**config.mk**
```make
export PLATFORM = sky130hd
export DESIGN_NAME = oscsw_top
export DESIGN_NICKNAME = d
export VERILOG_FILES = /design/src/oscsw_pkg.sv /design/src/oscsw_osc_if.sv /design/src/oscsw_warmup.sv /design/src/oscsw_clk_switch.sv /design/src/oscsw_top.sv
export SDC_FILE = /design/constraint.sdc
export NUM_CORES = 1
export LEC_CHECK = 0
export BUFFER_PORTS_ARGS = -buffer_cell sky130_fd_sc_hd__buf_4
export CORE_ASPECT_RATIO = 1.5
export CORE_MARGIN = 3
export CORE_UTILIZATION = 62
export CTS_CLUSTER_DIAMETER = 40
export CTS_CLUSTER_SIZE = 10
export DETAILED_ROUTE_END_ITERATION = 6
export PLACE_DENSITY = 0.94
export RECOVER_POWER = 25
export SLEW_MARGIN = 20
export SYNTH_ARGS = -nofsm -noshare
export SYNTH_HDL_FRONTEND = slang
export SYNTH_HIERARCHICAL = 1
export SYNTH_SLANG_ARGS = --single-unit
```
**constraint.sdc**
```tcl
create_clock -name clock -period 3.7 [get_ports clock]
set_input_delay 0.555 -clock clock [delete_from_list [all_inputs] [get_ports clock]]
set_output_delay 0.555 -clock clock [all_outputs]
set_load 0.02 [all_outputs]
```
**src/oscsw_pkg.sv**
```systemverilog
// constants for the oscillator source select and warm-up block
package oscsw_pkg;

    localparam logic [7:0]  ADDR_CLOCK_SOURCE_CONTROL = 8'hC4;
    localparam logic [7:0]  ADDR_OSCILLATOR_STATUS    = 8'hC5;

    localparam logic [7:0]  CLOCK_SOURCE_CONTROL_RESET = 8'h81;
    localparam logic [7:0]  OSCILLATOR_STATUS_RESET    = 8'h00;

    // clock_source_control fields
    localparam int          BIT_CRYSTAL_SELECT    = 7;
    localparam int          BIT_RC_MODE_FLAG      = 6;
    localparam int          BIT_RESUME_RC_SELECT  = 5;
    localparam int          BIT_SUB_OSC_DISABLE   = 4;
    localparam int          BIT_MAIN_OSC_DISABLE  = 3;
    localparam int          BIT_ALWAYS_ONE        = 0;

    // oscillator_status fields
    localparam int          BIT_SUB_OSC_READY     = 5;
    localparam int          BIT_MAIN_OSC_READY    = 4;

    localparam int          WARM_W                = 17;
    localparam logic [16:0] MAIN_WARMUP_SHORT     = 17'h01000;
    localparam logic [16:0] SUB_WARMUP_SHORT      = 17'h00400;
    localparam logic [16:0] WARMUP_LONG_DEFAULT   = 17'h10000;

endpackage

```
**src/oscsw_osc_if.sv**
```systemverilog
// link between the controller and one oscillator warm-up tracker
`timescale 1ns/1ps
interface oscsw_osc_if;
    logic run;
    logic restart;
    logic level;
    logic ready;

    modport warm (
        input  run,
        input  restart,
        output level,
        output ready
    );

    modport ctrl (
        output run,
        output restart,
        input  level,
        input  ready
    );
endinterface

```
**src/oscsw_warmup.sv**
```systemverilog
// warm-up tracker: synchronises an oscillator pin and counts its rising edges
`timescale 1ns/1ps
module oscsw_warmup #(
    parameter logic [16:0] TARGET         = 17'h10000,
    parameter logic        READY_AT_RESET = 1'b0
) (
    input  wire logic     clock,
    input  wire logic     nrst,
    input  wire logic     osc_pin,
    oscsw_osc_if.warm     port
);
    logic                        sync_a;
    logic                        sync_b;
    logic                        level_d;
    logic [oscsw_pkg::WARM_W-1:0] count;
    logic                        ready_q;

    always_ff @(posedge clock or negedge nrst) begin
        if (!nrst) begin
            sync_a  <= 1'b0;
            sync_b  <= 1'b0;
            level_d <= 1'b0;
        end else begin
            sync_a  <= osc_pin;
            sync_b  <= sync_a;
            level_d <= sync_b;
        end
    end

    // count oscillator clocks while running; a stop or restart starts over
    always_ff @(posedge clock or negedge nrst) begin
        if (!nrst) begin
            count <= '0;
        end else if (!port.run || port.restart) begin
            count <= '0;
        end else if (sync_b && !level_d && count != TARGET) begin
            count <= count + 1'b1;
        end
    end

    always_ff @(posedge clock or negedge nrst) begin
        if (!nrst) begin
            ready_q <= READY_AT_RESET;
        end else if (!port.run || port.restart) begin
            ready_q <= 1'b0;
        end else if (count == TARGET) begin
            ready_q <= 1'b1;
        end
    end

    assign port.level = sync_b;
    assign port.ready = ready_q;
endmodule

```
**src/oscsw_clk_switch.sv**
```systemverilog
// safe-point source selector between crystal and RC oscillator
`timescale 1ns/1ps
module oscsw_clk_switch (
    input  wire logic clock,
    input  wire logic nrst,
    input  wire logic want_xtal,
    input  wire logic xtal_level,
    input  wire logic xtal_running,
    input  wire logic rc_pin,
    output logic      sel_xtal
);
    logic rc_sync_a;
    logic rc_sync_b;
    logic safe;

    always_ff @(posedge clock or negedge nrst) begin
        if (!nrst) begin
            rc_sync_a <= 1'b0;
            rc_sync_b <= 1'b0;
        end else begin
            rc_sync_a <= rc_pin;
            rc_sync_b <= rc_sync_a;
        end
    end

    // both clocks low: neither phase can be cut short; a stopped crystal is safe
    assign safe = !rc_sync_b && (!xtal_level || !xtal_running);

    always_ff @(posedge clock or negedge nrst) begin
        if (!nrst) begin
            sel_xtal <= 1'b1;
        end else if (want_xtal != sel_xtal && safe) begin
            sel_xtal <= want_xtal;
        end
    end
endmodule

```
**src/oscsw_top.sv**
```systemverilog
// system clock source control: register pair, power-down resume, warm-up flags
`timescale 1ns/1ps
module oscsw_top #(
    parameter logic [16:0] MAIN_WARMUP_LONG = oscsw_pkg::WARMUP_LONG_DEFAULT,
    parameter logic [16:0] SUB_WARMUP_LONG  = oscsw_pkg::WARMUP_LONG_DEFAULT,
    parameter logic        MAIN_OPT_LONG    = 1'b1,
    parameter logic        SUB_OPT_LONG     = 1'b0
) (
    input  wire logic       clock,
    input  wire logic       nrst,
    input  wire logic [7:0] sfr_addr,
    input  wire logic       sfr_wr,
    input  wire logic       sfr_rd,
    input  wire logic [7:0] sfr_wdata,
    output logic [7:0]      sfr_rdata,
    input  wire logic       power_down,
    input  wire logic       xtal_osc_pin,
    input  wire logic       sub_osc_pin,
    input  wire logic       rc_osc_pin,
    output logic            main_osc_enable,
    output logic            sub_osc_enable,
    output logic            sys_clk_xtal,
    output logic            cpu_hold
);
    // warm-up lengths fixed by option, not by register
    localparam logic [16:0] MAIN_TARGET =
        MAIN_OPT_LONG ? MAIN_WARMUP_LONG : oscsw_pkg::MAIN_WARMUP_SHORT;
    localparam logic [16:0] SUB_TARGET =
        SUB_OPT_LONG ? SUB_WARMUP_LONG : oscsw_pkg::SUB_WARMUP_SHORT;
    localparam logic [7:0]  CTRL_RESET = oscsw_pkg::CLOCK_SOURCE_CONTROL_RESET;

    logic       crystal_select;
    logic       resume_rc_select;
    logic       sub_osc_disable;
    logic       main_osc_disable;
    logic       always_one;
    logic       rc_mode_flag;
    logic       main_osc_ready;
    logic       sub_osc_ready;
    logic       pd_d;
    logic       pd_exit;
    logic       wr_ctrl;
    logic [7:0] ctrl_rd;
    logic [7:0] status_rd;
    logic       sel_xtal;

    oscsw_osc_if main_if ();
    oscsw_osc_if sub_if ();

    assign wr_ctrl = sfr_wr && sfr_addr == oscsw_pkg::ADDR_CLOCK_SOURCE_CONTROL;
    assign pd_exit = pd_d && !power_down;

    always_ff @(posedge clock or negedge nrst) begin
        if (!nrst) begin
            pd_d <= 1'b0;
        end else begin
            pd_d <= power_down;
        end
    end

    // crystal select: set only with a warm, enabled crystal; resume on RC forces it off
    always_ff @(posedge clock or negedge nrst) begin
        if (!nrst) begin
            crystal_select <= CTRL_RESET[oscsw_pkg::BIT_CRYSTAL_SELECT];
        end else if (pd_exit && resume_rc_select) begin
            crystal_select <= 1'b0;
        end else if (wr_ctrl) begin
            if (!sfr_wdata[oscsw_pkg::BIT_CRYSTAL_SELECT]) begin
                crystal_select <= 1'b0;
            end else if (main_osc_ready && !main_osc_disable
                         && !sfr_wdata[oscsw_pkg::BIT_MAIN_OSC_DISABLE]) begin
                // a write that also stops the crystal must not select it
                crystal_select <= 1'b1;
            end
        end
    end

    // crystal disable: a one sticks only while the core runs from RC
    always_ff @(posedge clock or negedge nrst) begin
        if (!nrst) begin
            main_osc_disable <= CTRL_RESET[oscsw_pkg::BIT_MAIN_OSC_DISABLE];
        end else if (wr_ctrl) begin
            if (!sfr_wdata[oscsw_pkg::BIT_MAIN_OSC_DISABLE]) begin
                main_osc_disable <= 1'b0;
            end else if (rc_mode_flag) begin
                main_osc_disable <= 1'b1;
            end
        end
    end

    always_ff @(posedge clock or negedge nrst) begin
        if (!nrst) begin
            resume_rc_select <= CTRL_RESET[oscsw_pkg::BIT_RESUME_RC_SELECT];
            sub_osc_disable  <= CTRL_RESET[oscsw_pkg::BIT_SUB_OSC_DISABLE];
            always_one       <= CTRL_RESET[oscsw_pkg::BIT_ALWAYS_ONE];
        end else if (wr_ctrl) begin
            resume_rc_select <= sfr_wdata[oscsw_pkg::BIT_RESUME_RC_SELECT];
            sub_osc_disable  <= sfr_wdata[oscsw_pkg::BIT_SUB_OSC_DISABLE];
            // stored as written; software is expected to keep it one
            always_one       <= sfr_wdata[oscsw_pkg::BIT_ALWAYS_ONE];
        end
    end

    // crystal tracker: stopped when disabled or in power-down, restarted on exit
    assign main_if.run     = !main_osc_disable && !power_down;
    assign main_if.restart = pd_exit;
    assign main_osc_ready  = main_if.ready;

    oscsw_warmup #(
        .TARGET         (MAIN_TARGET),
        .READY_AT_RESET (1'b1)
    ) u_main_warm (
        .clock   (clock),
        .nrst    (nrst),
        .osc_pin (xtal_osc_pin),
        .port    (main_if.warm)
    ); // ready clears when stopped or restarted reads one after reset

    assign sub_if.run     = !sub_osc_disable;
    assign sub_if.restart = 1'b0;
    assign sub_osc_ready  = sub_if.ready;

    oscsw_warmup #(
        .TARGET         (SUB_TARGET),
        .READY_AT_RESET (1'b0)
    ) u_sub_warm (
        .clock   (clock),
        .nrst    (nrst),
        .osc_pin (sub_osc_pin),
        .port    (sub_if.warm)
    );

    oscsw_clk_switch u_switch (
        .clock        (clock),
        .nrst         (nrst),
        .want_xtal    (crystal_select),
        .xtal_level   (main_if.level),
        .xtal_running (main_if.run),
        .rc_pin       (rc_osc_pin),
        .sel_xtal     (sel_xtal)
    );

    // source actually driving the core
    assign rc_mode_flag = !sel_xtal;
    assign sys_clk_xtal = sel_xtal;

    // resume hold: on crystal resume wait for warm-up, on RC resume run at once
    always_ff @(posedge clock or negedge nrst) begin
        if (!nrst) begin
            cpu_hold <= 1'b0;
        end else if (pd_exit) begin
            cpu_hold <= !resume_rc_select;
        end else if (cpu_hold && main_osc_ready) begin
            cpu_hold <= 1'b0;
        end
    end

    always_ff @(posedge clock or negedge nrst) begin
        if (!nrst) begin
            main_osc_enable <= 1'b1;
            sub_osc_enable  <= 1'b1;
        end else begin
            main_osc_enable <= !main_osc_disable && !power_down;
            sub_osc_enable  <= !sub_osc_disable;
        end
    end

    always_comb begin
        ctrl_rd = 8'h00;
        ctrl_rd[oscsw_pkg::BIT_CRYSTAL_SELECT]   = crystal_select;
        ctrl_rd[oscsw_pkg::BIT_RC_MODE_FLAG]     = rc_mode_flag;
        ctrl_rd[oscsw_pkg::BIT_RESUME_RC_SELECT] = resume_rc_select;
        ctrl_rd[oscsw_pkg::BIT_SUB_OSC_DISABLE]  = sub_osc_disable;
        ctrl_rd[oscsw_pkg::BIT_MAIN_OSC_DISABLE] = main_osc_disable;
        ctrl_rd[oscsw_pkg::BIT_ALWAYS_ONE]       = always_one;
        status_rd = oscsw_pkg::OSCILLATOR_STATUS_RESET;
        status_rd[oscsw_pkg::BIT_SUB_OSC_READY]  = sub_osc_ready;
        status_rd[oscsw_pkg::BIT_MAIN_OSC_READY] = main_osc_ready;
    end

    // read data registered on the read strobe; unmapped addresses read zero
    always_ff @(posedge clock or negedge nrst) begin
        if (!nrst) begin
            sfr_rdata <= 8'h00;
        end else if (sfr_rd) begin
            case (sfr_addr)
                oscsw_pkg::ADDR_CLOCK_SOURCE_CONTROL: sfr_rdata <= ctrl_rd;
                oscsw_pkg::ADDR_OSCILLATOR_STATUS:    sfr_rdata <= status_rd;
                default:                              sfr_rdata <= 8'h00;
            endcase
        end
    end
endmodule

```
# Word level (Yosys, flattened, before mapping)
# Cells that the tools add are included.
dict set report word_totals {
  ff_bits 62
  latchBits 0
  mem_bits_rw 0
  romBits 0
  input_bits 24
  wordCells 85
  memories 0
}
dict set report op_classes {
  n_addsub 2
  n_mul 0
  n_div 0
  order_cmp 0
  n_eq_ne 9
  shift 0
  n_mux 17
  bitwise 0
  n_reduce_logical 34
}
# cell count
set op_table {}
lappend op_table {{17-bit two-way mux} 4}
lappend op_table {{17-bit by 1-bit adder with 17-bit output, second input constant} 2}
lappend op_table {{17-bit by 11-bit equality test with 1-bit output, second input constant} 1}
lappend op_table {{17-bit equality test, second input constant} 1}
lappend op_table {{17-bit by 11-bit != test with 1-bit output, second input constant} 1}
lappend op_table {{17-bit != test, second input constant} 1}
lappend op_table {{8-bit equality test, second input constant} 2}
lappend op_table {{8-bit one-hot mux with 2 select lines} 1}
lappend op_table {{1-bit logical AND} 13}
lappend op_table {{1-bit two-way mux} 12}
lappend op_table {{2-bit nonzero test} 6}
lappend op_table {{1-bit logical NOT} 11}
lappend op_table {{2-bit AND reduction} 2}
lappend op_table {{3-bit by 1-bit != test with 1-bit output, second input constant} 1}
lappend op_table {{1-bit logical OR} 2}
lappend op_table {{2-bit != test, second input constant} 1}
lappend op_table {{1-bit != test} 1}

# Depth between registers and ports, before layout
dict set report depth {
  ltp_word 7
  mapped_depth 6
}

# Cells and area by module
# Netlist, hierarchy kept.
# module n_inst cells_each area_per_inst_um2
set modules_own_cells {}
lappend modules_own_cells {{oscsw_warmup at u_main_warm} 1 113 1078.5}
lappend modules_own_cells {{oscsw_warmup at u_sub_warm} 1 113 1077.3}
lappend modules_own_cells {oscsw_top 1 51 669.4}
lappend modules_own_cells {oscsw_clk_switch 1 5 92.6}

# Worst setup path after synthesis
# Ideal clock, no wire load.
dict set report synth_timing {
  kind {in2reg}
  startpoint {input port sfr_addr[1]}
  endpoint {register resume_rc_select}
  setup_time_ns 0.125
  arrival_time_ns 1.714
  required_time_ns 3.575
  setup_slack_ns 1.861
  path_stages 4
  n_path_buf 1
  cell_sequence {or3_4 -> or3_1 -> buf_6 -> mux2_4}
}
dict set report synth_via {
  elab_chain_len 2
}
# item line_no
set synth_lines {}
lappend synth_lines {{start, declared} oscsw_top.sv:11} ;# input wire logic [7:0] sfr_addr,
lappend synth_lines {{8-bit equality test} oscsw_top.sv:50} ;# assign wr_ctrl = sfr_wr && sfr_addr == oscsw_pkg::ADDR_CLOCK_SOURCE_CONTROL;
lappend synth_lines {{1-bit logical AND} oscsw_top.sv:50}
lappend synth_lines {{end signal, assigned} oscsw_top.sv:93} ;# resume_rc_select <= CTRL_RESET[oscsw_pkg::BIT_RESUME_RC_SELECT];
lappend synth_lines {{end signal, assigned} oscsw_top.sv:97} ;# resume_rc_select <= sfr_wdata[oscsw_pkg::BIT_RESUME_RC_SELECT];
lappend synth_lines {{end, declared} oscsw_top.sv:33} ;# logic resume_rc_select;
# No other way between the ends.
# A chain may end at the register's enable or synchronous reset.

# Final worst setup path
dict set report layout_timing {
  startpoint {register u_main_warm/count[0] (netlist bit)}
  endpoint {register u_main_warm/count[14] (netlist bit)}
}
dict set report layout_via {
  elab_chain_len 3
}
# item line_no
set layout_lines {}
lappend layout_lines {{start, declared} oscsw_warmup.sv:15} ;# logic [oscsw_pkg::WARM_W-1:0] count;
lappend layout_lines {{start signal, assigned} oscsw_warmup.sv:37} ;# count <= count + 1'b1;
lappend layout_lines {{17-bit by 1-bit adder with 17-bit output / 17-bit != test (equally long branches)} {oscsw_warmup.sv:37, oscsw_warmup.sv:36}}
lappend layout_lines {{17-bit two-way mux / 1-bit logical AND (equally long branches)} oscsw_warmup.sv:36} ;# end else if (sync_b && !level_d && count != TARGET) begin
lappend layout_lines {{17-bit two-way mux / 2-bit nonzero test (equally long branches)} n/a}
# Parallel ways exist; a longest one is shown, timed or not. The select of a mux whose other input is x is not followed.

==> summary.md <==
| Metric | Value |
|---|---|
| Status | `completed` |
| Final cell count without fillers | `roughly 380` |
| Vias | `~2300` |
| Drt via density | `around 6` |
| Post-Syn Area | `2920 um^2` |
| Number of CTS-inserted buffers | `9` |
| Worst-case clock buffer depth | `2` |
| Die Span Y | `approximately 90 um` |
| Compound-Gate Fraction of Synth Area | `0.102` |
| Mux cell area share after synthesis | `0.0373` |
| Fin area | `3350 um^2` |
| Post-CTS Hold Buffers | `0` |
| CTS tree | `built` |
| Seq/Total Area, Yosys | `0.517` |
| RSZ-0062 raised after global routing | `false` |
| Synth Register Bits | `60` |
| DR pass1 iterations | `4` |
| Drt wl/cell | `roughly 17 um` |
| CP max FO | `5` |
| Starting DRT DRC Count | `around 220` |
| Hold Crit Class | `in -> async` |
| Clock Sink Count | `60` |
| GR Util All Layers | `0.256` |
| Rel. slew slack | `0.511` |
| Sum Neg Setup Slack | `0 ns` |
| Reg clk slew, reported paths | `0.06 ns` |
| Critical Path Sink Type | `flip-flop` |
| Final Hold Vio Count | `0` |
| Clock skew | `0.00652 ns` |
| Share of post-route cells with drive strength above 1 | `0.216` |
| Core area | `around 4400 um^2` |
| Pwr Density | `approximately 380 nW/um^2` |
| Simple-gate portion of the synthesized area | `0.238` |
| Total power | `around 0.0013 W` |
| WS Path Type | `reg -> reg` |
| WHS | `about 0.27 ns` |
| I/O pin cnt | `36` |
| Final Max Slew Viols | `0` |
| Largest family of logic cells by synthesized area | `simple AND/OR/NAND/NOR gates` |
| Synth unique cells | `46` |
| Yosys warns | `6` |
| Full die area | `between 5000 and 6000 um^2` |
| Congestion Overflow GR | `0` |
| Post-DP HPWL | `about 4400 um` |
| Most frequent cells in the layout | `dfrtp_1 (54), nor2_1 (31), buf_4 (26)` |
| Placed Cells | `approximately 370` |
| Biggest regs | `u_main_warm/count x17, u_sub_warm/count x17, sfr_rdata x6` |
| Setup bufs post-CTS | `0` |
| Row count | `29` |
| Initial antenna violation count | `0` |
| Largest net degree at the start of global routing | `between 60 and 70` |
| Worst vdd ir | `around 0.36 mV` |
| Worst endpoint required time | `3.92 ns` |
| Worst-skew pair later-pin latency | `about 0.34 ns` |
| # H-tree levels | `3` |
| Global placement routability congestion | `~0.87` |
| LEAKAGE | `between 1 and 1.5 nW` |
| Fmax | `roughly 520 MHz` |
| Met1 Wirelength | `between 2000 and 3000 um` |
| Total of max-cap violations | `0` |
| Die width | `approximately 62 um` |
| Top Layer Used | `met4` |
| Routed wl met3 | `217 um` |
| Worst Path Arrival | `2.15 ns` |
| Starting Density | `0.665` |
| CTS resizes | `0` |
| Final critical-path required period | `1.93 ns` |
| Final WL | `about 6500 um` |
| Crit start category | `flip-flop` |
| Met2 wire length | `between 3000 and 4000 um` |
| Vias in the first global route | `between 2000 and 2500` |
| ANT nets after route | `0` |
| Area grow syn2layout | `14.8%` |
| Worst Tran Pin Value | `0.733 ns` |
| Antenna diode count | `0` |
| Commonest non-fill, non-tap cell in the layout | `dfrtp_1` |
| Clock root cell | `clkbuf_8` |
| Final net count | `between 300 and 400` |
| Post-synthesis xor/xnor area fraction | `0.0480` |
| Avg Cell Area, Syn | `about 10 um^2` |
| First-pass GRT wire length | `approximately 11000 um` |
| Post-synthesis adder-cell area fraction | `0.0172` |
| Mapped Cells | `approximately 280` |
| Fin crit share | `0.521` |
| Final Setup Violations | `0` |
| Remaining DRCs | `0` |
| Port Buf Inserts | `30` |
| Placed Instance Area | `~3200 um^2` |
[layer usage]
layer | GRT usage | vias up
li1 | - | 1065
met1 | 0.277 | 1128
met5 | 0 | -
met3 | 0.0817 | 25
met4 | 0.126 | 0
met2 | 0.426 | 80
[cell type report]
type	instances	area, um^2
clock buffers	12	155
repair buffers	30	221
inverters	15	56.3
flip-flops and latches	60	1510
well taps	62	77.6
multi-input cells	199	1310
clock inverters	4	23.8
fillers	285	1040
[path summary, 6_finish.rpt]
path	from	end	slack [ns]	cells past startpoint
max in group asynchronous	nrst	u_main_warm/count[10]	2.97	1
min reg2reg	u_sub_warm/sync_a	u_sub_warm/port.level	0.34	0
max	u_main_warm/count[0]	u_main_warm/count[14]	1.77	5
min	nrst	u_sub_warm/port.level	0.27	1
max reg2reg	u_main_warm/count[0]	u_main_warm/count[14]	1.77	5
min in group clock	u_sub_warm/sync_a	u_sub_warm/port.level	0.34	0
[per-stage QoR]
step / utilization / worst slack [ns]
after CTS: 0.764 / 1.82
final: 0.763 / 1.77
after global placement: 0.723 / 1.71
after detailed placement: 0.723 / 1.69
after floorplan: - / 1.86
after global routing: 0.763 / 1.69
[synth_stat cells, drive strengths merged]
library cell	number	share of area
o31ai	2	0.0051
a31o	6	0.018
nand2	23	0.030
a41o	2	0.0069
a41oi	4	0.012
nor4b	6	0.018
a31oi	2	0.0043
o2bb2ai	2	0.0060
o21bai	2	0.0051
nor3	6	0.010
nor2	31	0.040
o21ai	4	0.0069
o22a	1	0.0034
mux2i	3	0.010
a22o	4	0.012
mux2	6	0.027
or4	2	0.0077
or3	8	0.019
nand4	6	0.013
nor4	15	0.036
xor2	2	0.0060
buf	3	0.0090
nand3b	2	0.0051
nand3	10	0.021
clkbuf	8	0.010
nand4b	1	0.0030
ha	4	0.017
nand2b	8	0.017
conb	1	0.0013
dfstp	6	0.054
nand4bb	1	0.0039
xnor2	14	0.042
nor2b	3	0.0064
dfrtp	54	0.46
a21oi	11	0.019
o221a	1	0.0039
or2	1	0.0021
and2b	2	0.0060
inv	15	0.019
[critical path, stage by stage, from the launching register on]
cell and delay (ns):
dfrtp_1 0.45, ha_1 0.28, nand4_1 0.21, nor4_2 0.48, a31oi_1 0.18, a41o_1 0.22
[power by group]
| part | switching [W] | total [W] | internal (W) |
|---|---|---|---|
| Clock | 0.000246 | 0.000523 | 0.000277 |
| Combinational | 0.0000528 | 0.0000844 | 0.0000316 |
| Sequential | 0.00000917 | 0.000679 | 0.000669 |
[kinds of logic after synthesis]
group                    count (synthesis)
buffers and inverters                   26
XOR/XNOR                                16
multiplexers                             9
other                                    1
AO/OA/AOI/OAI                           41
adder cells (fa/ha/maj)                  4
flip-flops                              60
AND/OR/NAND/NOR                        125
Power figures use the tool's default switching activity.
